$ cat src/rtl/vic_pkg.sv
// Constants for the vectored IRQ/FIQ controller register bank
package vic_pkg;
	// --------------------------------------------------------------
	// Bank placement and sizes
	// --------------------------------------------------------------
	localparam logic [31:0] VIC_BANK_BASE = 32'hFFFF0000;
	localparam logic [19:0] VIC_BANK_HI = 20'hFFFF0;
	localparam int VIC_NSRC = 20;
	localparam int VIC_NEXT = 4;
	localparam int VIC_EXT_FIRST = 12;
	localparam int VIC_PRIO_W = 4;
	localparam int VIC_FIELDS_PER_REG = 8;

	// --------------------------------------------------------------
	// Register offsets (low 12 address bits)
	// --------------------------------------------------------------
	localparam logic [11:0] OFS_IRQ_ACTIVE = 12'h000;
	localparam logic [11:0] OFS_IRQ_RAW = 12'h004;
	localparam logic [11:0] OFS_IRQ_EN_SET = 12'h008;
	localparam logic [11:0] OFS_IRQ_EN_CLR = 12'h00C;
	localparam logic [11:0] OFS_SOFT_CFG = 12'h010;
	localparam logic [11:0] OFS_VEC_BASE = 12'h014;
	localparam logic [11:0] OFS_IRQ_VEC = 12'h01C;
	localparam logic [11:0] OFS_PRIO_LOW = 12'h020;
	localparam logic [11:0] OFS_PRIO_MID = 12'h024;
	localparam logic [11:0] OFS_PRIO_HIGH = 12'h028;
	localparam logic [11:0] OFS_RESERVED = 12'h02C;
	localparam logic [11:0] OFS_NEST_CTRL = 12'h030;
	localparam logic [11:0] OFS_EXT_TRIG = 12'h034;
	localparam logic [11:0] OFS_EDGE_CLR = 12'h038;
	localparam logic [11:0] OFS_IRQ_LVL = 12'h03C;
	localparam logic [11:0] OFS_FIQ_ACTIVE = 12'h100;
	localparam logic [11:0] OFS_FIQ_RAW = 12'h104;
	localparam logic [11:0] OFS_FIQ_EN_SET = 12'h108;
	localparam logic [11:0] OFS_FIQ_EN_CLR = 12'h10C;
	localparam logic [11:0] OFS_FIQ_VEC = 12'h11C;
	localparam logic [11:0] OFS_FIQ_LVL = 12'h13C;

	// --------------------------------------------------------------
	// Field layouts and reset values
	// --------------------------------------------------------------
	localparam int NEST_IRQ_BIT = 0;
	localparam int NEST_FIQ_BIT = 1;
	localparam int VEC_ALIGN_LSB = 6;
	localparam logic [31:0] RST_WORD = 32'h00000000;
	localparam logic [3:0] PRIO_IDLE = 4'hF;

	// External trigger modes, two bits per external input
	typedef enum logic [1:0] {
		VIC_TRIG_LEVEL = 2'h0,
		VIC_TRIG_RISE = 2'h1,
		VIC_TRIG_FALL = 2'h2,
		VIC_TRIG_LOW = 2'h3
	} vic_trig_e;
endpackage

$ cat src/rtl/vic_ctrl.sv
// Vectored IRQ/FIQ interrupt controller with APB register bank
`timescale 1ns/1ps

// Functional notes
// RL1: Bank at 0xFFFF0000; IRQ group at offset 0x000, FIQ group at 0x100.
// RL2: APB access takes setup plus access phase, two bus cycles.
// RL3: Raw IRQ register 0x004 shows every source level, enabled or not.
// RL4: Raw FIQ register 0x104 shows every source level, enabled or not.
// RL5: Writing 0x00C clears the written bits from IRQ enable at 0x008.
// RL6: Writing 0x10C clears the written bits from FIQ enable at 0x108.
// RL7: Vector base names a 64-byte block of 32 handler pointers.
// RL8: IRQ vector register 0x01C returns handler address of active source.
// RL9: Each source takes a programmable priority level 0 to 7.
// RL10: First priority register packs 4-bit fields, source n at bits 4n+3:4n.
// RL11: Register 0x024 holds priority fields of sources 8 to 15.
// RL12: Register 0x028 holds priority fields of sources 16 to 19.
// RL13: Nesting register 0x030 enables IRQ and FIQ nesting independently.
// RL14: Register 0x034 picks rising, falling or level per external input.
// RL15: Writing 0x038 drops latched edge requests of the written inputs.
// RL16: Register 0x03C reports priority of the last IRQ taken.
// RL17: Register 0x13C reports priority of the last FIQ taken.
// RL18: Active equals raw masked by enable; request high while any active. With nesting on in service, only a smaller level raises it.
// RL19: Highest priority wins; ties go to the lowest source number.
module vic_ctrl
	import vic_pkg::*;
(
	// Clock and reset
	input wire logic CLOCK,
	input wire logic SRST,
	// APB slave
	input wire logic PSEL,
	input wire logic PENABLE,
	input wire logic PWRITE,
	input wire logic [31:0] PADDR,
	input wire logic [31:0] PWDATA,
	output logic [31:0] PRDATA,
	output logic PREADY,
	output logic PSLVERR,
	// Interrupt sources
	input wire logic [VIC_NSRC-1:0] SRC_LEVEL,
	input wire logic [VIC_NEXT-1:0] EXT_PIN,
	// Requests to the core
	output logic IRQ_REQ,
	output logic FIQ_REQ
);

	// --------------------------------------------------------------
	// Helper functions
	// --------------------------------------------------------------

	// Priority field of one source from the three packed registers
	function automatic logic [2:0] prio_of(input logic [95:0] fields,
		input int src);
		logic [3:0] f;
		f = fields[src*VIC_PRIO_W +: VIC_PRIO_W];
		prio_of = f[2:0]; // [RL9]
	endfunction

	// Winning source: smallest level wins, lowest index on a tie
	function automatic logic [5:0] pick_winner(input logic [31:0] act,
		input logic [95:0] fields);
		logic [2:0] best;
		logic [4:0] idx;
		logic found;
		best = 3'h7;
		idx = 5'h00;
		found = 1'b0;
		for (int i = 0; i < VIC_NSRC; i++) begin
			if (act[i] && (!found || prio_of(fields, i) < best)) begin
				best = prio_of(fields, i); // [RL19]
				idx = 5'(i);
				found = 1'b1;
			end
		end
		pick_winner = {found, idx};
	endfunction

	// Handler address inside the 64-byte block
	function automatic logic [31:0] vec_addr(input logic [31:0] base,
		input logic [4:0] idx);
		vec_addr = {base[31:VEC_ALIGN_LSB], idx, 1'b0}; // [RL7]
	endfunction

	// --------------------------------------------------------------
	// State
	// --------------------------------------------------------------
	logic [31:0] irq_en_reg;
	logic [31:0] fiq_en_reg;
	logic [31:0] soft_reg;
	logic [31:0] vec_base_reg;
	logic [95:0] prio_reg;
	logic [31:0] nest_reg;
	logic [31:0] trig_reg;
	logic [VIC_NEXT-1:0] edge_latch_reg;
	logic [VIC_NEXT-1:0] ext_prev_reg;
	logic [3:0] irq_lvl_reg;
	logic [3:0] fiq_lvl_reg;
	logic irq_busy_reg;
	logic fiq_busy_reg;
	logic [31:0] irq_vec_reg;
	logic [31:0] fiq_vec_reg;
	logic [31:0] rdata_reg;
	logic err_reg;
	logic irq_req_reg;
	logic fiq_req_reg;

	// --------------------------------------------------------------
	// Bus decode
	// --------------------------------------------------------------
	logic in_bank;
	logic [11:0] ofs;
	logic setup_ph;
	logic wr_acc;
	logic rd_acc;
	// Bank match on upper address bits [RL1]
	assign in_bank = (PADDR[31:12] == VIC_BANK_HI);
	assign ofs = PADDR[11:0];
	// Data captured in setup, used in access: two bus cycles [RL2]
	assign setup_ph = PSEL && !PENABLE;
	assign wr_acc = PSEL && PENABLE && PWRITE && in_bank;
	assign rd_acc = PSEL && PENABLE && !PWRITE && in_bank;
	// No wait states beyond the access phase
	assign PREADY = 1'b1;

	// --------------------------------------------------------------
	// Source conditioning
	// --------------------------------------------------------------
	logic [VIC_NEXT-1:0] ext_req;
	logic [VIC_NEXT-1:0] edge_hit;
	logic [31:0] raw;
	logic [31:0] irq_act;
	logic [31:0] fiq_act;

	// Edge detection and level selection per external input
	always_comb begin
		for (int e = 0; e < VIC_NEXT; e++) begin
			case (vic_trig_e'(trig_reg[2*e +: 2]))
				VIC_TRIG_RISE: edge_hit[e] = EXT_PIN[e] && !ext_prev_reg[e];
				VIC_TRIG_FALL: edge_hit[e] = !EXT_PIN[e] && ext_prev_reg[e];
				default: edge_hit[e] = 1'b0;
			endcase
			case (vic_trig_e'(trig_reg[2*e +: 2]))
				VIC_TRIG_LEVEL: ext_req[e] = EXT_PIN[e]; // [RL14]
				VIC_TRIG_LOW: ext_req[e] = !EXT_PIN[e]; // [RL14]
				default: ext_req[e] = edge_latch_reg[e]; // [RL14]
			endcase
		end
	end

	// Raw view: hardware levels, software requests, external inputs
	always_comb begin
		raw = RST_WORD;
		raw[VIC_NSRC-1:0] = SRC_LEVEL | soft_reg[VIC_NSRC-1:0];
		raw[VIC_EXT_FIRST +: VIC_NEXT] = raw[VIC_EXT_FIRST +: VIC_NEXT] |
			ext_req;
	end

	// Active views are raw gated by enables [RL18]
	assign irq_act = raw & irq_en_reg;
	assign fiq_act = raw & fiq_en_reg;

	// Pin history for edge detection
	always_ff @(posedge CLOCK) begin
		if (SRST) begin
			ext_prev_reg <= '0;
		end else begin
			ext_prev_reg <= EXT_PIN;
		end
	end

	// Edge latches; a new edge outweighs a clear in the same cycle
	always_ff @(posedge CLOCK) begin
		if (SRST) begin
			edge_latch_reg <= '0;
		end else begin
			for (int e = 0; e < VIC_NEXT; e++) begin
				if (edge_hit[e]) begin
					edge_latch_reg[e] <= 1'b1;
				end else if (wr_acc && ofs == OFS_EDGE_CLR &&
					PWDATA[VIC_EXT_FIRST + e]) begin
					edge_latch_reg[e] <= 1'b0; // [RL15]
				end
			end
		end
	end

	// --------------------------------------------------------------
	// Arbitration
	// --------------------------------------------------------------
	logic [5:0] irq_win;
	logic [5:0] fiq_win;
	logic [2:0] irq_win_lvl;
	logic [2:0] fiq_win_lvl;
	assign irq_win = pick_winner(irq_act, prio_reg); // [RL19]
	assign fiq_win = pick_winner(fiq_act, prio_reg); // [RL19]
	assign irq_win_lvl = prio_of(prio_reg, int'(irq_win[4:0]));
	assign fiq_win_lvl = prio_of(prio_reg, int'(fiq_win[4:0]));

	// Taking an exception is marked by the core reading the vector
	logic irq_take;
	logic fiq_take;
	assign irq_take = rd_acc && ofs == OFS_IRQ_VEC && irq_win[5];
	assign fiq_take = rd_acc && ofs == OFS_FIQ_VEC && fiq_win[5];

	// Vector registers follow the current winner
	always_ff @(posedge CLOCK) begin
		if (SRST) begin
			irq_vec_reg <= RST_WORD;
			fiq_vec_reg <= RST_WORD;
		end else begin
			irq_vec_reg <= irq_win[5] ?
				vec_addr(vec_base_reg, irq_win[4:0]) : RST_WORD; // [RL8]
			fiq_vec_reg <= fiq_win[5] ?
				vec_addr(vec_base_reg, fiq_win[4:0]) : RST_WORD;
		end
	end

	// Level of the IRQ last taken, and in-service tracking
	always_ff @(posedge CLOCK) begin
		if (SRST) begin
			irq_lvl_reg <= '0;
			irq_busy_reg <= 1'b0;
		end else if (irq_take) begin
			irq_lvl_reg <= {1'b0, irq_win_lvl}; // [RL16]
			irq_busy_reg <= 1'b1;
		end else if (wr_acc && ofs == OFS_IRQ_LVL) begin
			irq_lvl_reg <= PWDATA[3:0];
			irq_busy_reg <= 1'b0;
		end else if (irq_act == RST_WORD) begin
			irq_busy_reg <= 1'b0;
		end
	end

	// Level of the FIQ last taken; service ends when no FIQ is active
	always_ff @(posedge CLOCK) begin
		if (SRST) begin
			fiq_lvl_reg <= '0;
			fiq_busy_reg <= 1'b0;
		end else if (fiq_take) begin
			fiq_lvl_reg <= {1'b0, fiq_win_lvl}; // [RL17]
			fiq_busy_reg <= 1'b1;
		end else if (fiq_act == RST_WORD) begin
			fiq_busy_reg <= 1'b0;
		end
	end

	// Requests: with nesting on, only a strictly smaller level number preempts
	always_ff @(posedge CLOCK) begin
		if (SRST) begin
			irq_req_reg <= 1'b0;
			fiq_req_reg <= 1'b0;
		end else begin
			if (nest_reg[NEST_IRQ_BIT] && irq_busy_reg) begin
				irq_req_reg <= irq_win[5] &&
					{1'b0, irq_win_lvl} < irq_lvl_reg; // [RL13]
			end else begin
				irq_req_reg <= irq_win[5]; // [RL18]
			end
			if (nest_reg[NEST_FIQ_BIT] && fiq_busy_reg) begin
				fiq_req_reg <= fiq_win[5] &&
					{1'b0, fiq_win_lvl} < fiq_lvl_reg; // [RL13]
			end else begin
				fiq_req_reg <= fiq_win[5]; // [RL18]
			end
		end
	end
	assign IRQ_REQ = irq_req_reg;
	assign FIQ_REQ = fiq_req_reg;

	// --------------------------------------------------------------
	// Register writes
	// --------------------------------------------------------------

	// Enable set and clear registers
	always_ff @(posedge CLOCK) begin
		if (SRST) begin
			irq_en_reg <= RST_WORD;
			fiq_en_reg <= RST_WORD;
		end else if (wr_acc) begin
			if (ofs == OFS_IRQ_EN_SET) begin
				irq_en_reg <= irq_en_reg | PWDATA;
			end else if (ofs == OFS_IRQ_EN_CLR) begin
				irq_en_reg <= irq_en_reg & ~PWDATA; // [RL5]
			end else if (ofs == OFS_FIQ_EN_SET) begin
				fiq_en_reg <= fiq_en_reg | PWDATA;
			end else if (ofs == OFS_FIQ_EN_CLR) begin
				fiq_en_reg <= fiq_en_reg & ~PWDATA; // [RL6]
			end
		end
	end

	// Configuration registers
	always_ff @(posedge CLOCK) begin
		if (SRST) begin
			soft_reg <= RST_WORD;
			vec_base_reg <= RST_WORD;
			prio_reg <= '0;
			nest_reg <= RST_WORD;
			trig_reg <= RST_WORD;
		end else if (wr_acc) begin
			if (ofs == OFS_SOFT_CFG) begin
				soft_reg <= PWDATA;
			end else if (ofs == OFS_VEC_BASE) begin
				vec_base_reg <= PWDATA; // [RL7]
			end else if (ofs == OFS_PRIO_LOW) begin
				prio_reg[31:0] <= PWDATA; // [RL10]
			end else if (ofs == OFS_PRIO_MID) begin
				prio_reg[63:32] <= PWDATA; // [RL11]
			end else if (ofs == OFS_PRIO_HIGH) begin
				prio_reg[95:64] <= {16'h0000, PWDATA[15:0]}; // [RL12]
			end else if (ofs == OFS_NEST_CTRL) begin
				nest_reg <= PWDATA; // [RL13]
			end else if (ofs == OFS_EXT_TRIG) begin
				trig_reg <= PWDATA; // [RL14]
			end
		end
	end

	// --------------------------------------------------------------
	// Read path: data captured in the setup phase
	// --------------------------------------------------------------
	logic [31:0] rd_mux;
	logic rd_hit;
	always_comb begin
		rd_mux = RST_WORD;
		rd_hit = 1'b1;
		if (ofs == OFS_IRQ_ACTIVE) begin
			rd_mux = irq_act; // [RL18]
		end else if (ofs == OFS_IRQ_RAW) begin
			rd_mux = raw; // [RL3]
		end else if (ofs == OFS_IRQ_EN_SET) begin
			rd_mux = irq_en_reg;
		end else if (ofs == OFS_IRQ_EN_CLR || ofs == OFS_SOFT_CFG ||
			ofs == OFS_FIQ_EN_CLR || ofs == OFS_RESERVED ||
			ofs == OFS_EDGE_CLR) begin
			rd_mux = RST_WORD;
		end else if (ofs == OFS_VEC_BASE) begin
			rd_mux = vec_base_reg;
		end else if (ofs == OFS_IRQ_VEC) begin
			rd_mux = irq_vec_reg; // [RL8]
		end else if (ofs == OFS_PRIO_LOW) begin
			rd_mux = prio_reg[31:0];
		end else if (ofs == OFS_PRIO_MID) begin
			rd_mux = prio_reg[63:32];
		end else if (ofs == OFS_PRIO_HIGH) begin
			rd_mux = prio_reg[95:64];
		end else if (ofs == OFS_NEST_CTRL) begin
			rd_mux = nest_reg;
		end else if (ofs == OFS_EXT_TRIG) begin
			rd_mux = trig_reg;
		end else if (ofs == OFS_IRQ_LVL) begin
			rd_mux = {28'h0000000, irq_lvl_reg}; // [RL16]
		end else if (ofs == OFS_FIQ_ACTIVE) begin
			rd_mux = fiq_act; // [RL18]
		end else if (ofs == OFS_FIQ_RAW) begin
			rd_mux = raw; // [RL4]
		end else if (ofs == OFS_FIQ_EN_SET) begin
			rd_mux = fiq_en_reg;
		end else if (ofs == OFS_FIQ_VEC) begin
			rd_mux = fiq_vec_reg;
		end else if (ofs == OFS_FIQ_LVL) begin
			rd_mux = {28'h0000000, fiq_lvl_reg}; // [RL17]
		end else begin
			rd_hit = 1'b0;
		end
	end

	// Held through the access phase; refused reads must not leak data
	always_ff @(posedge CLOCK) begin
		if (SRST) begin
			rdata_reg <= RST_WORD;
			err_reg <= 1'b0;
		end else if (setup_ph) begin
			rdata_reg <= (in_bank && rd_hit) ? rd_mux : RST_WORD; // [RL2]
			err_reg <= !(in_bank && rd_hit);
		end
	end
	assign PRDATA = rdata_reg;
	assign PSLVERR = PSEL && PENABLE && err_reg;

endmodule

$ cat config.mk
export PLATFORM = sky130hd
export DESIGN_NAME = vic_ctrl
export DESIGN_NICKNAME = d
export VERILOG_FILES = /design/src/rtl/vic_pkg.sv /design/src/rtl/vic_ctrl.sv
export SDC_FILE = /design/constraint.sdc
export NUM_CORES = 1
export LEC_CHECK = 0
export BUFFER_PORTS_ARGS = -buffer_cell sky130_fd_sc_hd__buf_2
export CAP_MARGIN = 20
export CORE_MARGIN = 5
export CORE_UTILIZATION = 35
export DETAILED_ROUTE_END_ITERATION = 10
export SLEW_MARGIN = 20
export SYNTH_ARGS = -nofsm -noshare
export SYNTH_HDL_FRONTEND = slang
export SYNTH_SLANG_ARGS = --single-unit
export TNS_END_PERCENT = 30
$ cat constraint.sdc
create_clock -name CLOCK -period 27.1 [get_ports CLOCK]
set_input_delay 5.42 -clock CLOCK [delete_from_list [all_inputs] [get_ports CLOCK]]
set_output_delay 5.42 -clock CLOCK [all_outputs]
set_load 0.01 [all_outputs]
==> flow_summary.json <==
{
  "post-route-drc-count": 0,
  "synth-async-reset-ratio_pct": 0,
  "placed_cells": 4417,
  "finalHoldViolCount": 0,
  "relSlewSlack_pct": 13.3,
  "clock-root-buffer": "clkbuf_16",
  "min_period_ns": 28.02,
  "path_common_cell": "ha_4",
  "htreeDepth": 2,
  "finClkSkew_ns": 0.0235,
  "start_kind": "input port",
  "grt_use_total_pct": 27.1,
  "power_density_nw_per_um2": 38.5,
  "cp_max_fo": 7,
  "combPwrFrac_pct": 3.3,
  "seqPwrFrac_pct": 46.4,
  "avgSynthCellArea_um2": 7.34,
  "crit_path_max_incr_delay_ns": 0.51,
  "tightest_slew_ns": 1.29,
  "die_h_um": 272,
  "stdcell_count": 4596,
  "holdBufCountCts": 0,
  "maxCapViolCount": 0,
  "syn_area_um2": 23900,
  "ys_seq_elements": 374,
  "status": "finished, violations left",
  "holdCritPathClass": "reg -> reg",
  "pwr-share-clk_pct": 50.3,
  "leakagePower_nw": 12.2,
  "place_ws_ns": -1.65,
  "first_global_vias": 25000,
  "num_rows": 95,
  "seq_area_frac_synth_pct": 31.3,
  "grt_pass1_wl_um": 157000,
  "regArea_um2": 7490,
  "io_pins": 129,
  "start_util_pct": 35.5,
  "ys.flop_type": "dfxtp_1",
  "wl_um": 107000,
  "rr_worst_depth": 140,
  "n_fill_cell": 6687,
  "cp-end-kind": "register",
  "finalCritPeriodShare_pct": 103,
  "setup_viol": 8,
  "setup_ws_ns": -0.916,
  "syn_nets": 3417,
  "hold_path_depth": 2,
  "grt_overflow": 0,
  "place.gp.congestion": 1.01,
  "core_area_um2": 67500,
  "rsz0062_at_grt": "true",
  "nets": 3846,
  "yosys_warnings": 0,
  "drive_above_1_share_pct": 26.7,
  "crit_slowest_cell": "or4_4",
  "finalMaxSlewViolations": 0,
  "vdd_drop_max_mv": 0.0542,
  "vias": 27200,
  "ys_types": 128,
  "cts_tree": "done",
  "sw_frac_of_total_pct": 22.6,
  "synth_edf_count": 0,
  "die-area_um2": 73700,
  "switchingPower_w": 0.000269,
  "ant_nets": 0,
  "mostFrequentLayoutCells": "nand2_1, buf_4, a21oi_1",
  "internal_power_w": 0.000918,
  "ctsLongestPathBuffers": 3,
  "first_iter_violations": 2994,
  "cts_buffers": 40,
  "area_growth_pct": 28.7,
  "multi_input_area_um2": 16100,
  "holdWs_ns": 0.454,
  "cp.arrival_ns": 28.47,
  "max_freq_mhz": 35.7,
  "wl_per_cell_um": 23.2,
  "numPortBuffers": 127,
  "grt_start_max_net_pins": 160,
  "netlist_instances": 3262,
  "cp.required_ns": 27.55,
  "final_common_cell": "nand2_1",
  "via_per_inst": 5.92,
  "dpl.hpwl_um": 73900,
  "violations": "setup timing",
  "antenna_found_initial": 9,
  "worstSetupPathType": "in -> reg",
  "first_pass_iters": 6,
  "numClockSinks": 374,
  "clk_pin_slew_ns": 0.07,
  "die_x_um": 272,
  "clkLatencyLatePin_ns": 0.56
}
-- synth_stat cells (11+ instances only) --
library cell / instances / area (um2)
nand2_1: 696 / 2610
a21oi_1: 417 / 2090
dfxtp_1: 374 / 7490
nor2_1: 248 / 931
clkbuf_1: 188 / 706
o21ai_0: 169 / 846
nand3_1: 106 / 531
inv_1: 82 / 308
and2_1: 79 / 494
mux2i_1: 69 / 691
ha_1: 62 / 776
a221oi_1: 48 / 420
a211oi_1: 45 / 338
o221ai_1: 41 / 359
a22oi_1: 38 / 285
a21o_1: 36 / 270
nor3_1: 32 / 160
a31oi_1: 28 / 175
nand2b_1: 26 / 163
o211ai_1: 26 / 195
o22ai_1: 24 / 150
clkbuf_8: 22 / 303
mux2_2: 20 / 225
nor2b_1: 20 / 125
or2_2: 16 / 100
or3_1: 15 / 93.8
o21a_1: 14 / 105
o21ai_1: 13 / 65.1
a21o_2: 12 / 105
and3_1: 12 / 75.1
a2111oi_0: 11 / 96.3
o211a_1: 11 / 110
-- cell families (layout without fill, tap and decap cells) --
| group | Yosys count | after routing | share of synthesized area, % |
|---|---|---|---|
| simple gates | 1326 | 1326 | 24.6 |
| compound gates | 1070 | 1070 | 29.2 |
| flops | 374 | 374 | 31.3 |
| buf+inv | 319 | 776 | 6.22 |
| mux | 104 | 104 | 5.20 |
| fa+ha+maj | 68 | 68 | 3.50 |
| other cells | 1 | 5 | 0.0157 |
-- through the flow --
step	utilization (%)	setup TNS (ns)	power, W	area [um2]
floorplan	-	-3.84	0.000580	24300
global placement	41.3	-5.46	0.000600	27900
detailed placement	41.4	-12.59	0.000600	27900
CTS	44.7	-3.40	0.00119	30200
global route	45.6	-18.64	0.00121	30800
finish	45.6	-3.90	0.00119	30800
-- what timing repair did --
item	4_1_cts	5_1_grt
setup buffers	76	28
resized for setup	65	95
cloned	0	0
endpoints found under the setup margin	12	18
pin swaps	48	58
-- worst max-delay path: cells and delay by family --
kind	cells	cell delay [ns]
AOI/OAI and AO/OA	58	8.55
adders and majority gates	19	4.56
and+or+nand+nor	39	5.45
buffers and inverters	14	1.25
muxes	12	3.15
-- layout make-up --
class,count,area share [%]
multi-input combinational,2569,52.1
sequential,374,24.3
timing repair buffer,622,14.4
clock buffer,52,3.63
tap,873,3.55
inverter,84,1.03
clock inverter,18,0.926
antenna,4,0.0325
-- final timing paths --
| check | endpoint | slack, ns | start |
|---|---|---|---|
| min reg2reg | nest_reg[25] | 0.45 | nest_reg[25] |
| max | FIQ_REQ | -0.92 | SRC_LEVEL[0] |
| max reg2reg | FIQ_REQ | 3.29 | prio_reg[0] |
| min | nest_reg[25] | 0.45 | nest_reg[25] |
-- power groups by stage --
| stage | Clock [W] | Combinational, W | Sequential, W |
|---|---|---|---|
| floorplan | 0 | 0.0000179 | 0.000562 |
| global placement | 0 | 0.0000372 | 0.000563 |
| detailed placement | 0 | 0.0000372 | 0.000563 |
| CTS | 0.000601 | 0.0000376 | 0.000550 |
| global route | 0.000624 | 0.0000408 | 0.000550 |
| finish | 0.000597 | 0.0000391 | 0.000550 |
-- per-layer routing --
layer / share of wire (%) / up-vias / global-route usage [%]
met5: 0.022 / - / 0
met4: 6.1 / 4 / 13.8
met3: 10 / 351 / 5.44
met2: 44 / 1436 / 42.7
met1: 40 / 12900 / 35.3
li1: - / 12500 / -
Note: power is estimated with default switching activity, not from simulation.
